## config.mk

```make
export PLATFORM = sky130hd
export DESIGN_NAME = bsp_ctrl
export DESIGN_NICKNAME = d
export VERILOG_FILES = /design/src/hdl/bsp_pkg.sv /design/src/hdl/bsp_sup_if.sv /design/src/hdl/bsp_ctrl.sv /design/src/hdl/bsp_supervisor.sv
export SDC_FILE = /design/constraint.sdc
export NUM_CORES = 1
export LEC_CHECK = 0
export BUFFER_PORTS_ARGS = -buffer_cell sky130_fd_sc_hd__buf_2
export CAP_MARGIN = 20
export CORE_MARGIN = 2
export CORE_UTILIZATION = 55
export DETAILED_ROUTE_END_ITERATION = 8
export PLACE_DENSITY = 0.87
export SYNTH_ARGS = -nofsm -noshare
export SYNTH_HDL_FRONTEND = slang
export SYNTH_SLANG_ARGS = --single-unit
```

## constraint.sdc

```tcl
create_clock -name core_clk_i -period 3.3 [get_ports core_clk_i]
set_clock_uncertainty 0.05 [all_clocks]
set_input_delay 0.165 -clock core_clk_i [delete_from_list [all_inputs] [get_ports core_clk_i]]
set_output_delay 0.165 -clock core_clk_i [all_outputs]
set_load 0.005 [all_outputs]
```

## src/hdl/bsp_pkg.sv

```systemverilog
// Constants, register map and types of the buck channel sequencer.
package bsp_pkg;

	// ----------------------------------------------------------------
	// Timing
	// ----------------------------------------------------------------
	localparam int unsigned CLK_HZ = 20_000_000;
	localparam int unsigned CYC_PER_US = CLK_HZ / 1_000_000;
	localparam int unsigned PG_RISE_US = 1000;
	localparam int unsigned PG_RISE_CYC = PG_RISE_US * CYC_PER_US;
	localparam int unsigned PG_FALL_NS = 1500;
	localparam int unsigned PG_FALL_CALC = PG_FALL_NS * CYC_PER_US / 1000;
	localparam int unsigned PG_FALL_CYC = (PG_FALL_CALC < 1) ? 1 :
		PG_FALL_CALC;
	localparam int unsigned UV_DELAY_US = 1000;
	localparam int unsigned UV_DELAY_CYC = UV_DELAY_US * CYC_PER_US;

	// ----------------------------------------------------------------
	// Register map
	// ----------------------------------------------------------------
	localparam logic [11:0] ADDR_CTRL = 12'h000;
	localparam logic [11:0] ADDR_PERIOD = 12'h004;
	localparam logic [11:0] ADDR_DEAD = 12'h008;
	localparam logic [11:0] ADDR_STAT = 12'h00C;
	localparam int unsigned CTRL_SKIP_LSB = 0;
	localparam int unsigned CTRL_TRIP_LSB = 4;
	localparam logic [5:0] CTRL_RST = 6'h00;
	localparam logic [15:0] PERIOD_RST = 16'h0064;
	localparam logic [15:0] PERIOD_MIN = 16'h0002;
	localparam int unsigned DEAD_LSB = 0;
	localparam int unsigned MINOFF_LSB = 4;
	localparam logic [11:0] DEAD_RST = 12'h0A2;
	localparam int unsigned STAT_SKIP_LSB = 0;
	localparam int unsigned STAT_ZC_LSB = 8;
	localparam int unsigned STAT_PG_LSB = 16;
	localparam int unsigned STAT_UV_LSB = 18;

	// ----------------------------------------------------------------
	// Mode codes and limits
	// ----------------------------------------------------------------
	localparam logic [1:0] SKIP_CCM = 2'h0;
	localparam logic [1:0] SKIP_AUTO = 2'h1;
	localparam logic [1:0] SKIP_OOA7 = 2'h2;
	localparam logic [1:0] SKIP_OOA15 = 2'h3;
	localparam logic [3:0] LIMIT_7 = 4'h7;
	localparam logic [3:0] LIMIT_15 = 4'hF;
	localparam logic [1:0] TRIP_GND = 2'h0;
	localparam logic [1:0] TRIP_REF2 = 2'h1;
	localparam logic [1:0] TRIP_3V3 = 2'h2;
	localparam logic [1:0] TRIP_5V = 2'h3;
	localparam logic [15:0] SKIP_TON_RST = 16'h0010;
	localparam logic [15:0] SKIP_TON_MIN = 16'h0001;
	localparam logic [3:0] ZC_OFS_RST = 4'h8;

	typedef enum {
		CH_OFF, CH_SOFT, CH_IDLE, CH_DEAD_H,
		CH_HIGH, CH_DEAD_L, CH_LOW, CH_FAULT
	} bsp_ch_state_e;

endpackage : bsp_pkg

```

## src/hdl/bsp_sup_if.sv

```systemverilog
// Interface between the sequencer and the channel supervisor.
interface bsp_sup_if;
	logic [1:0] enable;
	logic [1:0] ss_done;
	logic [1:0] in_window;
	logic [1:0] out_window;
	logic [1:0] under_volt;
	logic [1:0] powergood;
	logic [1:0] uv_fault;
	modport seq (output enable, ss_done, in_window, out_window,
		under_volt, input powergood, uv_fault);
	modport sup (input enable, ss_done, in_window, out_window,
		under_volt, output powergood, uv_fault);
endinterface : bsp_sup_if

```

## src/hdl/bsp_ctrl.sv

```systemverilog
// Two-channel buck gate sequencer with APB configuration.
// Summary of operation
// Inaudible skip forces on after skip limit.
// Overvoltage after forced pulse trims skip on-time.
// Inaudible skip limit is 7 or 15.
// Full-duty demand gets forced off for bootstrap.
// Dead time between every gate transition.
// Sense gain follows trip select setting.
// Overcurrent ends high pulse, low on, wait.
// Trip select sets threshold and discharge enable.
// Sustained overcurrent ends in undervoltage shutdown.
// Adaptive zero-cross offset in skip mode.
// Separate powergood output per channel.
// Powergood idle until soft-start completes.
// Powergood rises after 1 ms in window.
// Powergood falls after 1.5 us outside.
// Discharge switch on while disabled, enabled.
// Enable opens discharge; switch after target overtakes.
// Skip select decodes four light-load modes.
// Undervoltage 1 ms latches off both channels.
// Skip counter clears on high-side, counts cycles.
// Overcurrent cut lasts only current cycle.
module bsp_ctrl #(
	parameter int unsigned PG_RISE_CYCLES = bsp_pkg::PG_RISE_CYC,
	parameter int unsigned UV_CYCLES = bsp_pkg::UV_DELAY_CYC
) (
	input wire logic core_clk_i,
	input wire logic reset_i,
	input wire logic psel_i,
	input wire logic penable_i,
	input wire logic pwrite_i,
	input wire logic [11:0] paddr_i,
	input wire logic [31:0] pwdata_i,
	output logic [31:0] prdata_o,
	output logic pready_o,
	output logic pslverr_o,
	input wire logic [1:0] channel_enable_i,
	input wire logic [1:0] loop_demand_i,
	input wire logic [1:0] loop_off_i,
	input wire logic [1:0] overcurrent_limit_i,
	input wire logic [1:0] zero_cross_detect_i,
	input wire logic [1:0] overvoltage_i,
	input wire logic [1:0] switch_node_swing_i,
	input wire logic [1:0] switch_node_diode_i,
	input wire logic [1:0] target_above_residual_i,
	input wire logic [1:0] soft_start_done_i,
	input wire logic [1:0] pg_in_window_i,
	input wire logic [1:0] pg_out_window_i,
	input wire logic [1:0] under_voltage_i,
	output logic [1:0] high_gate_drive_o,
	output logic [1:0] low_gate_drive_o,
	output logic [1:0] discharge_o,
	output logic [1:0] powergood_o,
	output logic sense_amp_gain_o,
	output logic [7:0] zc_offset_o
);

	if (PG_RISE_CYCLES < 1 || PG_RISE_CYCLES > 65535 ||
		UV_CYCLES < 1 || UV_CYCLES > 65535) begin : g_chk
		$error("Delay counts must lie between 1 and 65535.");
	end

	// ----------------------------------------------------------------
	// Pin synchronisers
	// ----------------------------------------------------------------
	logic [25:0] pin_raw, s1_reg, s2_reg, s3_reg, pin_reg, pin_next;
	logic [1:0] en, dem, off, oc, zc, ov, swu, dio, res;

	assign pin_raw = {under_voltage_i, pg_out_window_i, pg_in_window_i,
		soft_start_done_i, target_above_residual_i, switch_node_diode_i,
		switch_node_swing_i, overvoltage_i, zero_cross_detect_i,
		overcurrent_limit_i, loop_off_i, loop_demand_i, channel_enable_i};

	always_comb begin
		for (int i = 0; i < 26; i++) begin
			pin_next[i] = (s2_reg[i] == s3_reg[i]) ? s3_reg[i] : pin_reg[i];
		end
	end

	always_ff @(posedge core_clk_i) begin
		if (reset_i) begin
			s1_reg <= '0;
			s2_reg <= '0;
			s3_reg <= '0;
			pin_reg <= '0;
		end else begin
			s1_reg <= pin_raw;
			s2_reg <= s1_reg;
			s3_reg <= s2_reg;
			pin_reg <= pin_next;
		end
	end

	assign en = pin_reg[1:0];
	assign dem = pin_reg[3:2];
	assign off = pin_reg[5:4];
	assign oc = pin_reg[7:6];
	assign zc = pin_reg[9:8];
	assign ov = pin_reg[11:10];
	assign swu = pin_reg[13:12];
	assign dio = pin_reg[15:14];
	assign res = pin_reg[17:16];

	// ----------------------------------------------------------------
	// Supervisor
	// ----------------------------------------------------------------
	bsp_sup_if sif ();

	assign sif.enable = en;
	assign sif.ss_done = pin_reg[19:18];
	assign sif.in_window = pin_reg[21:20];
	assign sif.out_window = pin_reg[23:22];
	assign sif.under_volt = pin_reg[25:24];
	assign powergood_o = sif.powergood;

	bsp_supervisor #(
		.PG_RISE_CYCLES(PG_RISE_CYCLES),
		.UV_CYCLES(UV_CYCLES)
	) u_sup (
		.core_clk_i(core_clk_i),
		.reset_i(reset_i),
		.sif(sif)
	);

	// ----------------------------------------------------------------
	// APB registers
	// ----------------------------------------------------------------
	logic [5:0] ctrl_reg, ctrl_next;
	logic [15:0] period_reg, period_next;
	logic [11:0] dead_reg, dead_next;
	logic [31:0] prdata_reg, prdata_next;
	logic [1:0][3:0] skip_reg, skip_next;
	logic [1:0][3:0] ofs_reg, ofs_next;
	logic apb_hit, apb_wr;

	function automatic logic mapped(input logic [11:0] a);
		return a == bsp_pkg::ADDR_CTRL || a == bsp_pkg::ADDR_PERIOD ||
			a == bsp_pkg::ADDR_DEAD || a == bsp_pkg::ADDR_STAT;
	endfunction

	assign apb_hit = mapped(paddr_i);
	assign apb_wr = psel_i && penable_i && pwrite_i && apb_hit;
	assign pready_o = 1'b1;
	assign pslverr_o = psel_i && penable_i && !apb_hit;
	assign prdata_o = prdata_reg;

	always_comb begin
		ctrl_next = ctrl_reg;
		period_next = period_reg;
		dead_next = dead_reg;
		prdata_next = prdata_reg;
		if (apb_wr && paddr_i == bsp_pkg::ADDR_CTRL) begin
			ctrl_next = pwdata_i[5:0];
		end
		if (apb_wr && paddr_i == bsp_pkg::ADDR_PERIOD) begin
			period_next = pwdata_i[15:0];
		end
		if (apb_wr && paddr_i == bsp_pkg::ADDR_DEAD) begin
			dead_next = pwdata_i[11:0];
		end
		// Read data is fetched in the setup cycle for a zero-wait answer.
		if (psel_i && !penable_i) begin
			prdata_next = 32'h0000_0000;
			case (paddr_i)
				bsp_pkg::ADDR_CTRL: prdata_next[5:0] = ctrl_reg;
				bsp_pkg::ADDR_PERIOD: prdata_next[15:0] = period_reg;
				bsp_pkg::ADDR_DEAD: prdata_next[11:0] = dead_reg;
				bsp_pkg::ADDR_STAT: begin
					prdata_next[bsp_pkg::STAT_SKIP_LSB +: 8] = skip_reg;
					prdata_next[bsp_pkg::STAT_ZC_LSB +: 8] = ofs_reg;
					prdata_next[bsp_pkg::STAT_PG_LSB +: 2] = sif.powergood;
					prdata_next[bsp_pkg::STAT_UV_LSB +: 2] = sif.uv_fault;
				end
				default: prdata_next = 32'h0000_0000;
			endcase
		end
	end

	always_ff @(posedge core_clk_i) begin
		if (reset_i) begin
			ctrl_reg <= bsp_pkg::CTRL_RST;
			period_reg <= bsp_pkg::PERIOD_RST;
			dead_reg <= bsp_pkg::DEAD_RST;
			prdata_reg <= 32'h0000_0000;
		end else begin
			ctrl_reg <= ctrl_next;
			period_reg <= period_next;
			dead_reg <= dead_next;
			prdata_reg <= prdata_next;
		end
	end

	// ----------------------------------------------------------------
	// Switching clock, channel 2 offset by half a period
	// ----------------------------------------------------------------
	logic [15:0] div_reg, div_next, per;
	logic [1:0] cyc;

	assign per = (period_reg < bsp_pkg::PERIOD_MIN) ? bsp_pkg::PERIOD_MIN :
		period_reg;
	assign div_next = (div_reg >= per - 16'h0001) ? 16'h0000 :
		div_reg + 16'h0001;
	assign cyc[0] = div_reg == 16'h0000;
	assign cyc[1] = div_reg == {1'b0, per[15:1]};

	always_ff @(posedge core_clk_i) begin
		if (reset_i) begin
			div_reg <= 16'h0000;
		end else begin
			div_reg <= div_next;
		end
	end

	// ----------------------------------------------------------------
	// Channel sequencers
	// ----------------------------------------------------------------
	bsp_pkg::bsp_ch_state_e st_reg [2];
	bsp_pkg::bsp_ch_state_e st_next [2];
	logic [1:0][7:0] tmr_reg, tmr_next;
	logic [1:0][15:0] on_reg, on_next, ton_reg, ton_next;
	logic [1:0] frc_reg, frc_next, fpend_reg, fpend_next;
	logic [1:0] ovf_reg, ovf_next, full_reg, full_next;
	logic [1:0] zcp_reg, zcp_next;
	logic [1:0] hs_reg, hs_next, ls_reg, ls_next, dis_reg, dis_next;
	logic gain_reg, gain_next;
	logic [1:0] mode;
	logic [1:0] trip;
	logic [3:0] lim;
	logic [7:0] dt, minoff;
	logic start, force_on, fire, ccm, dis_en;

	assign trip = ctrl_reg[bsp_pkg::CTRL_TRIP_LSB +: 2];
	assign dt = {4'h0, dead_reg[bsp_pkg::DEAD_LSB +: 4]};
	assign minoff = dead_reg[bsp_pkg::MINOFF_LSB +: 8];
	assign dis_en = trip == bsp_pkg::TRIP_GND || trip == bsp_pkg::TRIP_5V;
	assign gain_next = trip == bsp_pkg::TRIP_GND ||
		trip == bsp_pkg::TRIP_REF2;

	always_comb begin
		mode = 2'h0;
		lim = 4'h0;
		start = 1'b0;
		force_on = 1'b0;
		fire = 1'b0;
		ccm = 1'b0;
		for (int c = 0; c < 2; c++) begin
			st_next[c] = st_reg[c];
			tmr_next[c] = tmr_reg[c];
			on_next[c] = on_reg[c];
			ton_next[c] = ton_reg[c];
			skip_next[c] = skip_reg[c];
			ofs_next[c] = ofs_reg[c];
			frc_next[c] = frc_reg[c];
			fpend_next[c] = fpend_reg[c];
			full_next[c] = full_reg[c];
			zcp_next[c] = zcp_reg[c];
			ovf_next[c] = ovf_reg[c] | (fpend_reg[c] & ov[c]);
			mode = ctrl_reg[bsp_pkg::CTRL_SKIP_LSB + 2 * c +: 2];
			ccm = mode == bsp_pkg::SKIP_CCM;
			lim = (mode == bsp_pkg::SKIP_OOA15) ? bsp_pkg::LIMIT_15 :
				bsp_pkg::LIMIT_7;
			case (st_reg[c])
				bsp_pkg::CH_OFF: begin
					if (en[c]) begin
						st_next[c] = bsp_pkg::CH_SOFT;
					end
				end
				bsp_pkg::CH_SOFT: begin
					if (res[c]) begin
						st_next[c] = bsp_pkg::CH_IDLE;
					end
				end
				bsp_pkg::CH_IDLE: begin
					if (zcp_reg[c]) begin
						tmr_next[c] = tmr_reg[c] + 8'h01;
						if (tmr_reg[c] >= dt) begin
							zcp_next[c] = 1'b0;
							if (swu[c] && ofs_reg[c] != 4'hF) begin
								ofs_next[c] = ofs_reg[c] + 4'h1;
							end else if (dio[c] && ofs_reg[c] != 4'h0) begin
								ofs_next[c] = ofs_reg[c] - 4'h1;
							end
						end
					end
				end
				bsp_pkg::CH_DEAD_H: begin
					tmr_next[c] = tmr_reg[c] + 8'h01;
					if (tmr_reg[c] >= dt) begin
						st_next[c] = oc[c] ? bsp_pkg::CH_DEAD_L :
							bsp_pkg::CH_HIGH;
						on_next[c] = 16'h0000;
						tmr_next[c] = 8'h00;
					end
				end
				bsp_pkg::CH_HIGH: begin
					on_next[c] = on_reg[c] + 16'h0001;
					tmr_next[c] = 8'h00;
					if (oc[c]) begin
						st_next[c] = bsp_pkg::CH_DEAD_L;
					end else if (cyc[c]) begin
						full_next[c] = 1'b1;
						st_next[c] = bsp_pkg::CH_DEAD_L;
					end else if (frc_reg[c] ? on_reg[c] >= ton_reg[c] :
						off[c]) begin
						st_next[c] = bsp_pkg::CH_DEAD_L;
					end
				end
				bsp_pkg::CH_DEAD_L: begin
					tmr_next[c] = tmr_reg[c] + 8'h01;
					if (tmr_reg[c] >= dt) begin
						st_next[c] = bsp_pkg::CH_LOW;
						tmr_next[c] = 8'h00;
					end
				end
				bsp_pkg::CH_LOW: begin
					if (tmr_reg[c] != 8'hFF) begin
						tmr_next[c] = tmr_reg[c] + 8'h01;
					end
					if (full_reg[c] && tmr_reg[c] >= minoff) begin
						full_next[c] = 1'b0;
						skip_next[c] = 4'h0;
						frc_next[c] = 1'b0;
						st_next[c] = bsp_pkg::CH_DEAD_H;
						tmr_next[c] = 8'h00;
					end else if (!ccm && zc[c]) begin
						st_next[c] = bsp_pkg::CH_IDLE;
						zcp_next[c] = 1'b1;
						tmr_next[c] = 8'h00;
					end
				end
				bsp_pkg::CH_FAULT: begin
					tmr_next[c] = 8'h00;
				end
				default: st_next[c] = bsp_pkg::CH_OFF;
			endcase
			// Cycle start: pulse, forced pulse or counted skip.
			start = cyc[c] && (st_reg[c] == bsp_pkg::CH_IDLE ||
				(st_reg[c] == bsp_pkg::CH_LOW && !full_reg[c]));
			force_on = !ccm && !dem[c] && mode[1] && skip_reg[c] >= lim;
			fire = start && (ccm || dem[c] || force_on);
			if (start && fpend_reg[c]) begin
				fpend_next[c] = 1'b0;
				ovf_next[c] = 1'b0;
				if (ovf_next[c] || ovf_reg[c]) begin
					if (ton_reg[c] > bsp_pkg::SKIP_TON_MIN) begin
						ton_next[c] = ton_reg[c] - 16'h0001;
					end
				end else if (ton_reg[c] != 16'hFFFF) begin
					ton_next[c] = ton_reg[c] + 16'h0001;
				end
			end
			if (fire) begin
				skip_next[c] = 4'h0;
				frc_next[c] = force_on;
				fpend_next[c] = force_on;
				zcp_next[c] = 1'b0;
				st_next[c] = bsp_pkg::CH_DEAD_H;
				tmr_next[c] = 8'h00;
			end else if (start && skip_reg[c] != 4'hF) begin
				skip_next[c] = skip_reg[c] + 4'h1;
			end
			if (!en[c]) begin
				st_next[c] = bsp_pkg::CH_OFF;
				full_next[c] = 1'b0;
				zcp_next[c] = 1'b0;
				fpend_next[c] = 1'b0;
			end else if (|sif.uv_fault) begin
				st_next[c] = bsp_pkg::CH_FAULT;
			end
			hs_next[c] = st_next[c] == bsp_pkg::CH_HIGH;
			ls_next[c] = st_next[c] == bsp_pkg::CH_LOW;
			dis_next[c] = st_next[c] == bsp_pkg::CH_OFF && !en[c] &&
				dis_en;
		end
	end

	always_ff @(posedge core_clk_i) begin
		if (reset_i) begin
			for (int c = 0; c < 2; c++) begin
				st_reg[c] <= bsp_pkg::CH_OFF;
			end
			tmr_reg <= '0;
			on_reg <= '0;
			ton_reg <= {2{bsp_pkg::SKIP_TON_RST}};
			skip_reg <= '0;
			ofs_reg <= {2{bsp_pkg::ZC_OFS_RST}};
			frc_reg <= 2'h0;
			fpend_reg <= 2'h0;
			ovf_reg <= 2'h0;
			full_reg <= 2'h0;
			zcp_reg <= 2'h0;
			hs_reg <= 2'h0;
			ls_reg <= 2'h0;
			dis_reg <= 2'h0;
			gain_reg <= 1'b0;
		end else begin
			st_reg <= st_next;
			tmr_reg <= tmr_next;
			on_reg <= on_next;
			ton_reg <= ton_next;
			skip_reg <= skip_next;
			ofs_reg <= ofs_next;
			frc_reg <= frc_next;
			fpend_reg <= fpend_next;
			ovf_reg <= ovf_next;
			full_reg <= full_next;
			zcp_reg <= zcp_next;
			hs_reg <= hs_next;
			ls_reg <= ls_next;
			dis_reg <= dis_next;
			gain_reg <= gain_next;
		end
	end

	assign high_gate_drive_o = hs_reg;
	assign low_gate_drive_o = ls_reg;
	assign discharge_o = dis_reg;
	assign sense_amp_gain_o = gain_reg;
	assign zc_offset_o = ofs_reg;

endmodule : bsp_ctrl

```

## src/hdl/bsp_supervisor.sv

```systemverilog
// Powergood delay filters and undervoltage delay latch, both channels.
module bsp_supervisor #(
	parameter int unsigned PG_RISE_CYCLES = bsp_pkg::PG_RISE_CYC,
	parameter int unsigned UV_CYCLES = bsp_pkg::UV_DELAY_CYC
) (
	input wire logic core_clk_i,
	input wire logic reset_i,
	bsp_sup_if.sup sif
);

	localparam logic [15:0] RISE_END = 16'(PG_RISE_CYCLES - 1);
	localparam logic [15:0] FALL_END = 16'(bsp_pkg::PG_FALL_CYC - 1);
	localparam logic [15:0] UV_END = 16'(UV_CYCLES - 1);

	logic [1:0][15:0] pg_cnt_reg, pg_cnt_next;
	logic [1:0][15:0] uv_cnt_reg, uv_cnt_next;
	logic [1:0] pg_reg, pg_next;
	logic [1:0] uv_reg, uv_next;

	// ----------------------------------------------------------------
	// Next-state logic
	// ----------------------------------------------------------------
	always_comb begin
		for (int c = 0; c < 2; c++) begin
			pg_cnt_next[c] = 16'h0000;
			pg_next[c] = pg_reg[c];
			uv_cnt_next[c] = 16'h0000;
			uv_next[c] = uv_reg[c];
			if (!sif.enable[c] || !sif.ss_done[c]) begin
				pg_next[c] = 1'b0;
			end else if (pg_reg[c]) begin
				if (sif.out_window[c]) begin
					pg_cnt_next[c] = pg_cnt_reg[c] + 16'h0001;
					if (pg_cnt_reg[c] >= FALL_END) begin
						pg_next[c] = 1'b0;
						pg_cnt_next[c] = 16'h0000;
					end
				end
			end else if (sif.in_window[c]) begin
				pg_cnt_next[c] = pg_cnt_reg[c] + 16'h0001;
				if (pg_cnt_reg[c] >= RISE_END) begin
					pg_next[c] = 1'b1;
					pg_cnt_next[c] = 16'h0000;
				end
			end
			// Fault holds until the channel enable is toggled low.
			if (!sif.enable[c]) begin
				uv_next[c] = 1'b0;
			end else if (sif.ss_done[c] && sif.under_volt[c] &&
				!uv_reg[c]) begin
				uv_cnt_next[c] = uv_cnt_reg[c] + 16'h0001;
				if (uv_cnt_reg[c] >= UV_END) begin
					uv_next[c] = 1'b1;
				end
			end
		end
	end

	always_ff @(posedge core_clk_i) begin
		if (reset_i) begin
			pg_cnt_reg <= '0;
			uv_cnt_reg <= '0;
			pg_reg <= 2'h0;
			uv_reg <= 2'h0;
		end else begin
			pg_cnt_reg <= pg_cnt_next;
			uv_cnt_reg <= uv_cnt_next;
			pg_reg <= pg_next;
			uv_reg <= uv_next;
		end
	end

	assign sif.powergood = pg_reg;
	assign sif.uv_fault = uv_reg;

endmodule : bsp_supervisor

```

---- After elaboration in Yosys (flattened, before gate mapping) ----
Index checks and enable logic that the tools add are counted.
storage, ports and cells
  register bits after elaboration ......... 419
  output and inout port bits .............. 51
  logic and storage cells ................. 447
operators by class
  $add $sub $neg .......................... 20
  order comparisons ....................... 18
  eq/ne operators ......................... 82
  mux-type cells .......................... 113
  bitwise logic cells ..................... 8
  reduce and logical (&&, ||, !) cells .... 138
operators by type and width
  operator                                                        number
  two-way mux 32 bit                                              22
  one-hot mux 32 bit (7 select lines)                             2
  equality test 32 x 3 -> 1 bit, second input constant            10
  two-way mux 16 bit                                              19
  equality test 32 x 4 -> 1 bit, second input constant            6
  adder 16 x 1 -> 16 bit, second input constant                   9
  equality test 32 x 2 -> 1 bit, second input constant            4
  zero test 32 bit                                                4
  two-way mux 8 bit                                               10
  equality test 32 x 1 -> 1 bit, second input constant            2
  >= comparator 16 x 15 -> 1 bit, second input constant           4
  one-hot mux 16 bit (2 select lines)                             2
  one-hot mux 8 bit (4 select lines)                              2
  two-way mux 4 bit                                               13
  >= comparator 16 bit                                            3
  subtractor 16 x 1 -> 16 bit, second input constant              3
  logical AND 1 bit                                               40
  nonzero test 2 bit                                              20
  two-way mux 1 bit                                               36
  >= comparator 16 x 5 -> 1 bit, second input constant            2
  greater-than comparator 16 x 1 -> 1 bit, second input constant  2
  != test 16 bit, second input constant                           2
  OR reduction 2 bit                                              16
  != test 2 bit, second input constant                            14
  other kinds (33)                                                132

---- Longest topological paths before layout ----
Gate-level depths: netlist of run 1.
  depth in word-level cells ............... 13
  depth in mapped cells ................... 16
  mapped depth without buffers ............ 14

---- By module ----
From an unflattened synthesis of run 1, not the netlist that was laid out.
unflattened totals
  cell total of the unflattened synthesis .. 2176
  area, all modules ....................... 19327.3 um2
modules (own cells, without submodules)
  module          instances  cells each  area each (um2)
  bsp_ctrl        1          1810        16047.9
  bsp_supervisor  1          366         3279.4

---- Worst setup path after synthesis of run 1 ----
No wires, ideal clock.
  path type ............................... register -> register
  start ................................... register period_reg[8]
  end ..................................... register div_reg[10]
  library setup time ...................... 0.134 ns
  arrival ................................. 3.230 ns
  required time ........................... 3.116 ns
  slack ................................... -0.113 ns
  cell stages (with the launch flop) ...... 17
  buffers on the path ..................... 2
  clock period less this slack ............ 3.413 ns
  cells stage by stage .................... dfxtp_1 -> clkbuf_1 -> nor4_1 -> nand4_1 -> o21ai_0 -> ha_1 -> nand4_1 -> nor4_1 -> xnor2_1 -> ha_1 -> nand3_1 -> nor2_1 -> o311a_1 -> a21oi_1 -> o21ai_1 -> clkbuf_1 -> nor4_1
on the way
  longest elaborated chain between the ends .. 5
ends and longest elaborated chain
  what                                  RTL line         text
  start: declaration                    bsp_ctrl.sv:129  logic [15:0] period_reg, period_next;
  start signal: assignment              bsp_ctrl.sv:182  period_reg <= bsp_pkg::PERIOD_RST;
  start signal: assignment              bsp_ctrl.sv:187  period_reg <= period_next;
  less-than comparator 16 x 2 -> 1 bit  bsp_ctrl.sv:199  assign per = (period_reg < bsp_pkg::PERIOD_MIN) ? bsp_pkg::PERIOD_MIN :
  two-way mux 16 bit (*)                bsp_ctrl.sv:199
  subtractor 16 x 1 -> 16 bit (*)       bsp_ctrl.sv:201  assign div_next = (div_reg >= per - 16'h0001) ? 16'h0000 :
  >= comparator 16 bit (*)              bsp_ctrl.sv:201
  OR reduction 2 bit (no line) (*)      -
  end signal: assignment                bsp_ctrl.sv:210  div_reg <= div_next;
  end: declaration                      bsp_ctrl.sv:196  logic [15:0] div_reg, div_next, per;
Every way passes the cells marked *; elsewhere a longest branch is shown, timed or not.
A chain may end at the register's enable or synchronous reset.

---- Worst setup path in the final report of run 1 ----
  start ................................... register period_reg[14]
  end ..................................... register div_reg[5]
Same word-level chain as after synthesis.

==> impl_metrics.json, run 1 <==
{
  "swShare_pct": 21.2,
  "irDropWorstVdd_uv": 380,
  "routed_wl_microns": 48300,
  "rsz0062_at_grt": "yes",
  "place_congestion": 0.903,
  "grt_max_degree": 100,
  "drc": 0,
  "core.rowCount": 68,
  "dpl_worst_slack_ps": -164,
  "ys_seq_area_share_pct": 44.2,
  "nFillCells": 2457,
  "seq_area_sq_um": 8390,
  "synthFlopType": "dfxtp_1",
  "relSlewSlack_pct": 29.0,
  "clock_path_buffers": 3,
  "tritoncts": "built",
  "synth_area_sq_um": 19000,
  "multiInputGateArea_sq_um": 10400,
  "synth_top_area_cell": "dfxtp_1",
  "final.min_clock_period_ps": 3290,
  "final_core_util_pct": 65.7,
  "p_int_mw": 8.10,
  "hold_path.class": "input pin to flip-flop",
  "max_freq_mhz": 304,
  "yosysTopAreaCellShare_pct": 44.2,
  "synth_common_cells": "dfxtp_1, nor2_1, nand2_1",
  "n_antenna_cell": 0,
  "grt_usage_pct": 25.3,
  "synth_edf_count": 0,
  "fin_crit_sh_pct": 99.7,
  "fp.dieW_microns": 190,
  "dp_hpwl_microns": 31900,
  "nets": 2538,
  "critPathRequiredTime_ps": 3690,
  "setup_ws_ps": 9.35,
  "clkTransAtPathRegs_ps": 60,
  "num_vias": 16646,
  "cts_buffers": 42,
  "start_util_pct": 55.4,
  "whs_ps": 40.3,
  "detail_route.wl_per_cell_microns": 17.0,
  "io_pins": 126,
  "areaGrowthSynthToFinish_pct": 18.5,
  "synth.distinct_cells": 83,
  "rrSetupSlack_ps": 9,
  "fp.dieArea_sq_um": 36000,
  "finalMaxSlewViolations": 0,
  "critPathLaunchType": "flip-flop",
  "hold_violations": 0,
  "synth_cells": 2137,
  "synthTopCellsByArea": "dfxtp_1, ha_1, nor2_1",
  "htree_levels": 2,
  "status": "completed",
  "placed_area_sq_um": 20200,
  "avgSynthCellArea_sq_um": 8.89,
  "p_seq_share_pct": 50.4,
  "p_sw_mw": 2.18,
  "drt_iter0_markers": 1564,
  "antenna_found_initial": 0,
  "grt_pass1_wl_microns": 75800,
  "synth.most_common_cell": "dfxtp_1",
  "clock-sinks": 419,
  "largest_register_ff_count": 64,
  "clockPowerShare_pct": 46.6,
  "grt_pass1_vias": 15723,
  "crit_arrival_ps": 3680,
  "pwr-share-comb_pct": 3.1,
  "yosysWarningCount": 0,
  "fp.dieH_microns": 190,
  "criticalPathCategory": "flip-flop to flip-flop",
  "clock-root-buffer": "clkbuf_16",
  "core_area_sq_um": 34300,
  "vias_per_cell": 5.86,
  "drive_gt1_share_pct": 11.6,
  "tightest_slew_ps": 1060,
  "power_density_nw_per_um2": 457,
  "final_area_sq_um": 22500,
  "worstSetupEndpointType": "flip-flop",
  "crit_fanout": 8,
  "synth_seq_cells": 419,
  "setup_viol": 0,
  "synthArstFlopShare_pct": 0,
  "clk_latency_ps": 540,
  "numPortBuffers": 96,
  "overflow": 0,
  "drv_cap": 0,
  "firstDrtPassIters": 7,
  "total_leakage_power_nw": 8.69,
  "drtAntennaViolNets": 0
}
==> layer usage <==
layer	wire length (microns)	track usage (%)	up-vias	share of wire [%]
met3	3410	3.71	155	7.1
met5	0	0	-	0
li1	-	-	7853	-
met1	19500	30.9	7880	40
met4	1980	11.0	0	4.1
met2	23400	44.3	758	49
==> final cells by class <==
| type | count | share of cell area (%) |
|---|---|---|
| Clock buffer | 64 | 5.66 |
| Clock inverter | 10 | 0.556 |
| Inverter | 80 | 1.33 |
| Multi-Input combinational cell | 1619 | 46.4 |
| Sequential cell | 419 | 37.3 |
| Tap cell | 455 | 2.53 |
| Timing Repair Buffer | 196 | 6.24 |
==> what timing repair did <==
item / CTS / global route
pin swaps: 0 / 26
cloned: 0 / 2
buffers inserted: 0 / 6
gates resized for setup: 3 / 50
hold buffers: 54 / 0
setup endpoints to repair: 16 / 16
hold endpoints to repair: 85 / 0
==> worst max-delay path, cell delays in order, from the launching register on <==
cell and delay (ps):
dfxtp_2 340, nor4_4 310, nand4_1 170, o21ai_2 210
ha_2 240, nand4_1 160, nor4_2 300, xnor2_1 120
ha_1 350, a21o_1 220, a211o_4 440, nor4_2 290
==> kinds of logic (layout without fill, tap and decap cells) <==
group           Yosys count  count (layout)  synth area share (%)
mux                      40              40                  2.54
buf+inv                 171             350                  3.93
simple gates            903             903                  24.3
xor+xnor                148             148                  6.82
flops                   419             419                  44.2
compound gates          349             350                  11.3
fa+ha+maj               105             105                  6.99
other cells               2              73                0.0395
==> placed cells by master (no fill, tap or decap), types with 59 or more instances in the layout <==
cell type / n
nor2b_1: 99
xnor2_1: 59
conb_1: 73
a21oi_1: 137
dfxtp_1: 417
ha_1: 102
inv_1: 79
nand3_1: 114
nand2_1: 169
xor2_1: 89
buf_2: 95
o21ai_0: 77
nor2_1: 227
==> power by group through the flow <==
stage               registers, mW  clock network [mW]  logic (mW)
finish                       5.18                4.79       0.315
global route                 5.19                5.04       0.339
CTS                          5.18                4.82       0.290
detailed placement           5.29                   0       0.238
global placement             5.28                   0       0.231
floorplan                    5.28                   0       0.156
==> stage by stage <==
stage | std cells | TNS [ps] | power, mW
after CTS | 2835 | 0 | 10.3
after detailed placement | 2707 | -2310 | 5.53
after global routing | 2843 | -1790 | 10.6
after global placement | 2707 | -611 | 5.52
final | 2843 | 0 | 10.3
after floorplan | 2208 | 0 | 5.43
==> path summary, 6_finish.rpt <==
path,from,to,depth (start not counted)
worst min-delay path,penable_i,prdata_o[0]$_SDFFE_PP0P_,4
worst max-delay path,period_reg[14]$_SDFFE_PP0P_,div_reg[5]$_SDFF_PP0_,11
worst max register to register,period_reg[14]$_SDFFE_PP0P_,div_reg[5]$_SDFF_PP0_,11
worst min register to register,u_sup.uv_cnt_reg[16]$_SDFF_PP0_,u_sup.uv_cnt_reg[16]$_SDFF_PP0_,1
(Power assumes the default switching activity.)
==> run 2: changes to the inputs <==
--- a/config.mk
+++ b/config.mk
@@ -7,9 +7,11 @@
 export LEC_CHECK = 0
 export BUFFER_PORTS_ARGS = -buffer_cell sky130_fd_sc_hd__buf_2
 export CAP_MARGIN = 20
+export CORE_ASPECT_RATIO = 1.75
 export CORE_MARGIN = 2
 export CORE_UTILIZATION = 55
 export DETAILED_ROUTE_END_ITERATION = 8
+export GPL_TIMING_DRIVEN = 0
 export PLACE_DENSITY = 0.87
 export SYNTH_ARGS = -nofsm -noshare
 export SYNTH_HDL_FRONTEND = slang
==> impl_metrics.json, run 2 (synthesis results as in run 1) <==
{
  "vias_per_cell": 6.03,
  "multiInputGateArea_sq_um": 10500,
  "rr_worst_depth": 14,
  "relSlewSlack_pct": 24.1,
  "clock-sinks": 419,
  "clock-root-buffer": "clkbuf_16",
  "tightest_slew_ps": 1140,
  "critPathLaunchType": "flip-flop",
  "clkTransAtPathRegs_ps": 90,
  "antenna_found_initial": 3,
  "r2r-end": "div_reg[5]$_SDFF_PP0_",
  "drive_gt1_share_pct": 11.9,
  "final_cell_mix": "dfxtp_1, nor2_1, nand2_1, a21oi_1, nand3_1",
  "final_common_cell": "dfxtp_1",
  "crit_arrival_ps": 4230,
  "fp.dieW_microns": 144,
  "rrSetupSlack_ps": -560,
  "startpoint": "period_reg[9]$_SDFFE_PP0P_",
  "routed_wl_microns": 56300,
  "path_common_cell": "o21a_1",
  "nFillCells": 2503,
  "num_vias": 17455,
  "grt_pass1_vias": 17343,
  "setup_ws_ps": -562,
  "status": "complete, but fails checks",
  "tns_ps": -8150,
  "areaGrowthSynthToFinish_pct": 19.8,
  "crit_slowest_cell": "dfxtp_1",
  "setup_viol": 16,
  "dpl.cell_count": 2762,
  "grt_max_degree": 18,
  "tritoncts": "built",
  "total_leakage_power_nw": 8.73,
  "io_pins": 126,
  "clk_latency_ps": 560,
  "core.rowCount": 90,
  "hold_path.class": "input pin to flip-flop",
  "violations": "setup timing",
  "crit_path_cell_trace": "nor4_4 -> buf_4 -> a41oi_2 -> ha_2 -> nand2_1 -> nor3_2 -> xnor2_2 -> ha_1 -> o21a_1 -> o21a_1 -> o311a_1 -> a21oi_2 -> o21ai_4 -> nor4_1",
  "drc": 0,
  "dp_hpwl_microns": 36500,
  "worstSetupEndpointType": "flip-flop",
  "detail_route.wl_per_cell_microns": 19.5,
  "cts_buffers": 36,
  "drv_cap": 0,
  "place_congestion": 0.954,
  "power_density_nw_per_um2": 453,
  "numPortBuffers": 94,
  "rsz0062_at_grt": "yes",
  "irDropWorstVdd_uv": 299,
  "fin_crit_sh_pct": 117,
  "crit_path_end": "div_reg[5]$_SDFF_PP0_",
  "hold_violations": 0,
  "overflow": 0,
  "fp.dieArea_sq_um": 36100,
  "final.min_clock_period_ps": 3860,
  "drtAntennaViolNets": 0,
  "critPathMaxStageDelay_ps": 460,
  "criticalPathCategory": "flip-flop to flip-flop",
  "seq_area_sq_um": 8400,
  "finalMaxSlewViolations": 0,
  "nets": 2589,
  "fp.dieH_microns": 250,
  "max_freq_mhz": 259,
  "firstDrtPassIters": 6,
  "critPathRequiredTime_ps": 3670,
  "grt_pass1_wl_microns": 83300,
  "drt_iter0_markers": 1573,
  "htree_levels": 2,
  "core_area_sq_um": 34200,
  "start_util_pct": 55.5,
  "r2r-start": "period_reg[9]$_SDFFE_PP0P_",
  "clock_path_buffers": 3,
  "crit_fanout": 6,
  "largest_register_ff_count": 64,
  "grt_usage_pct": 28.8,
  "final_cells": 2896,
  "dpl_worst_slack_ps": -716
}
## run 2: worst max-delay path, delay by kind of cell, from the launching register on
kind | cells | cell delay, ps
buffers and inverters | 1 | 200
flip-flops | 1 | 460
AND/OR/NAND/NOR | 4 | 1040
adder cells (fa/ha/maj) | 2 | 600
AO/OA/AOI/OAI | 6 | 980
XOR/XNOR | 1 | 380
## run 2: routing by layer
metal | part of all wire [%] | GRT usage [%]
met4 | 10 | 23.8
met5 | 0.18 | 0
met3 | 8.4 | 6.81
met1 | 33 | 27.9
met2 | 48 | 50.6
## run 2: area by class of cell
cell class | instances | area share [%]
diodes | 2 | 0.0220
plain buffers | 84 | 2.00
clock buffers | 46 | 4.44
clock inverters | 17 | 1.37
inverters | 80 | 1.32
multi-input cells | 1618 | 46.1
flip-flops and latches | 419 | 36.9
well taps | 460 | 2.53
repair buffers | 170 | 5.33
## run 2: how the worst min path moves through the flow
stage | start | endpoint | slack, ps | cells past startpoint
floorplan | pwdata_i[2] | period_reg[2]$_SDFFE_PP1P_ | 240 | 2
global placement | loop_off_i[1] | s1_reg[5]$_SDFF_PP0_ | 330 | 2
detailed placement | overcurrent_limit_i[0] | s1_reg[6]$_SDFF_PP0_ | 330 | 2
CTS | paddr_i[10] | prdata_o[12]$_SDFFE_PP0P_ | 150 | 6
global route | penable_i | ctrl_reg[5]$_SDFFE_PP0P_ | 210 | 5
finish | paddr_i[10] | prdata_o[15]$_SDFFE_PP0P_ | 180 | 6
## run 2: what timing repair did
item | CTS | global route
endpoints found under the hold margin | 66 | 0
hold buffers | 50 | 0
setup endpoints to repair | 16 | 28
gates cloned | 0 | 2
pin swaps | 8 | 31
buffers inserted | 10 | 14
gates resized for setup | 34 | 46
## run 2: power breakdown
part / leakage (nW) / switching [mW] / internal (mW)
logic: 4.68 / 0.209 / 0.146
clock network: 0.637 / 1.96 / 2.81
registers: 3.42 / 0.0390 / 5.13
## run 2: stage by stage
| step | area, sq um | util [%] | hold slack, ps | total power, mW |
|---|---|---|---|---|
| 2_1_floorplan | 19300 | - | 239 | 5.43 |
| 3_3_place_gp | 20300 | 59.4 | 330 | 5.55 |
| 3_5_place_dp | 20300 | 59.4 | 333 | 5.56 |
| 4_1_cts | 22300 | 65.2 | 147 | 10.3 |
| 5_1_grt | 22800 | 66.5 | 210 | 10.5 |
| 6_report | 22800 | 66.5 | 176 | 10.3 |
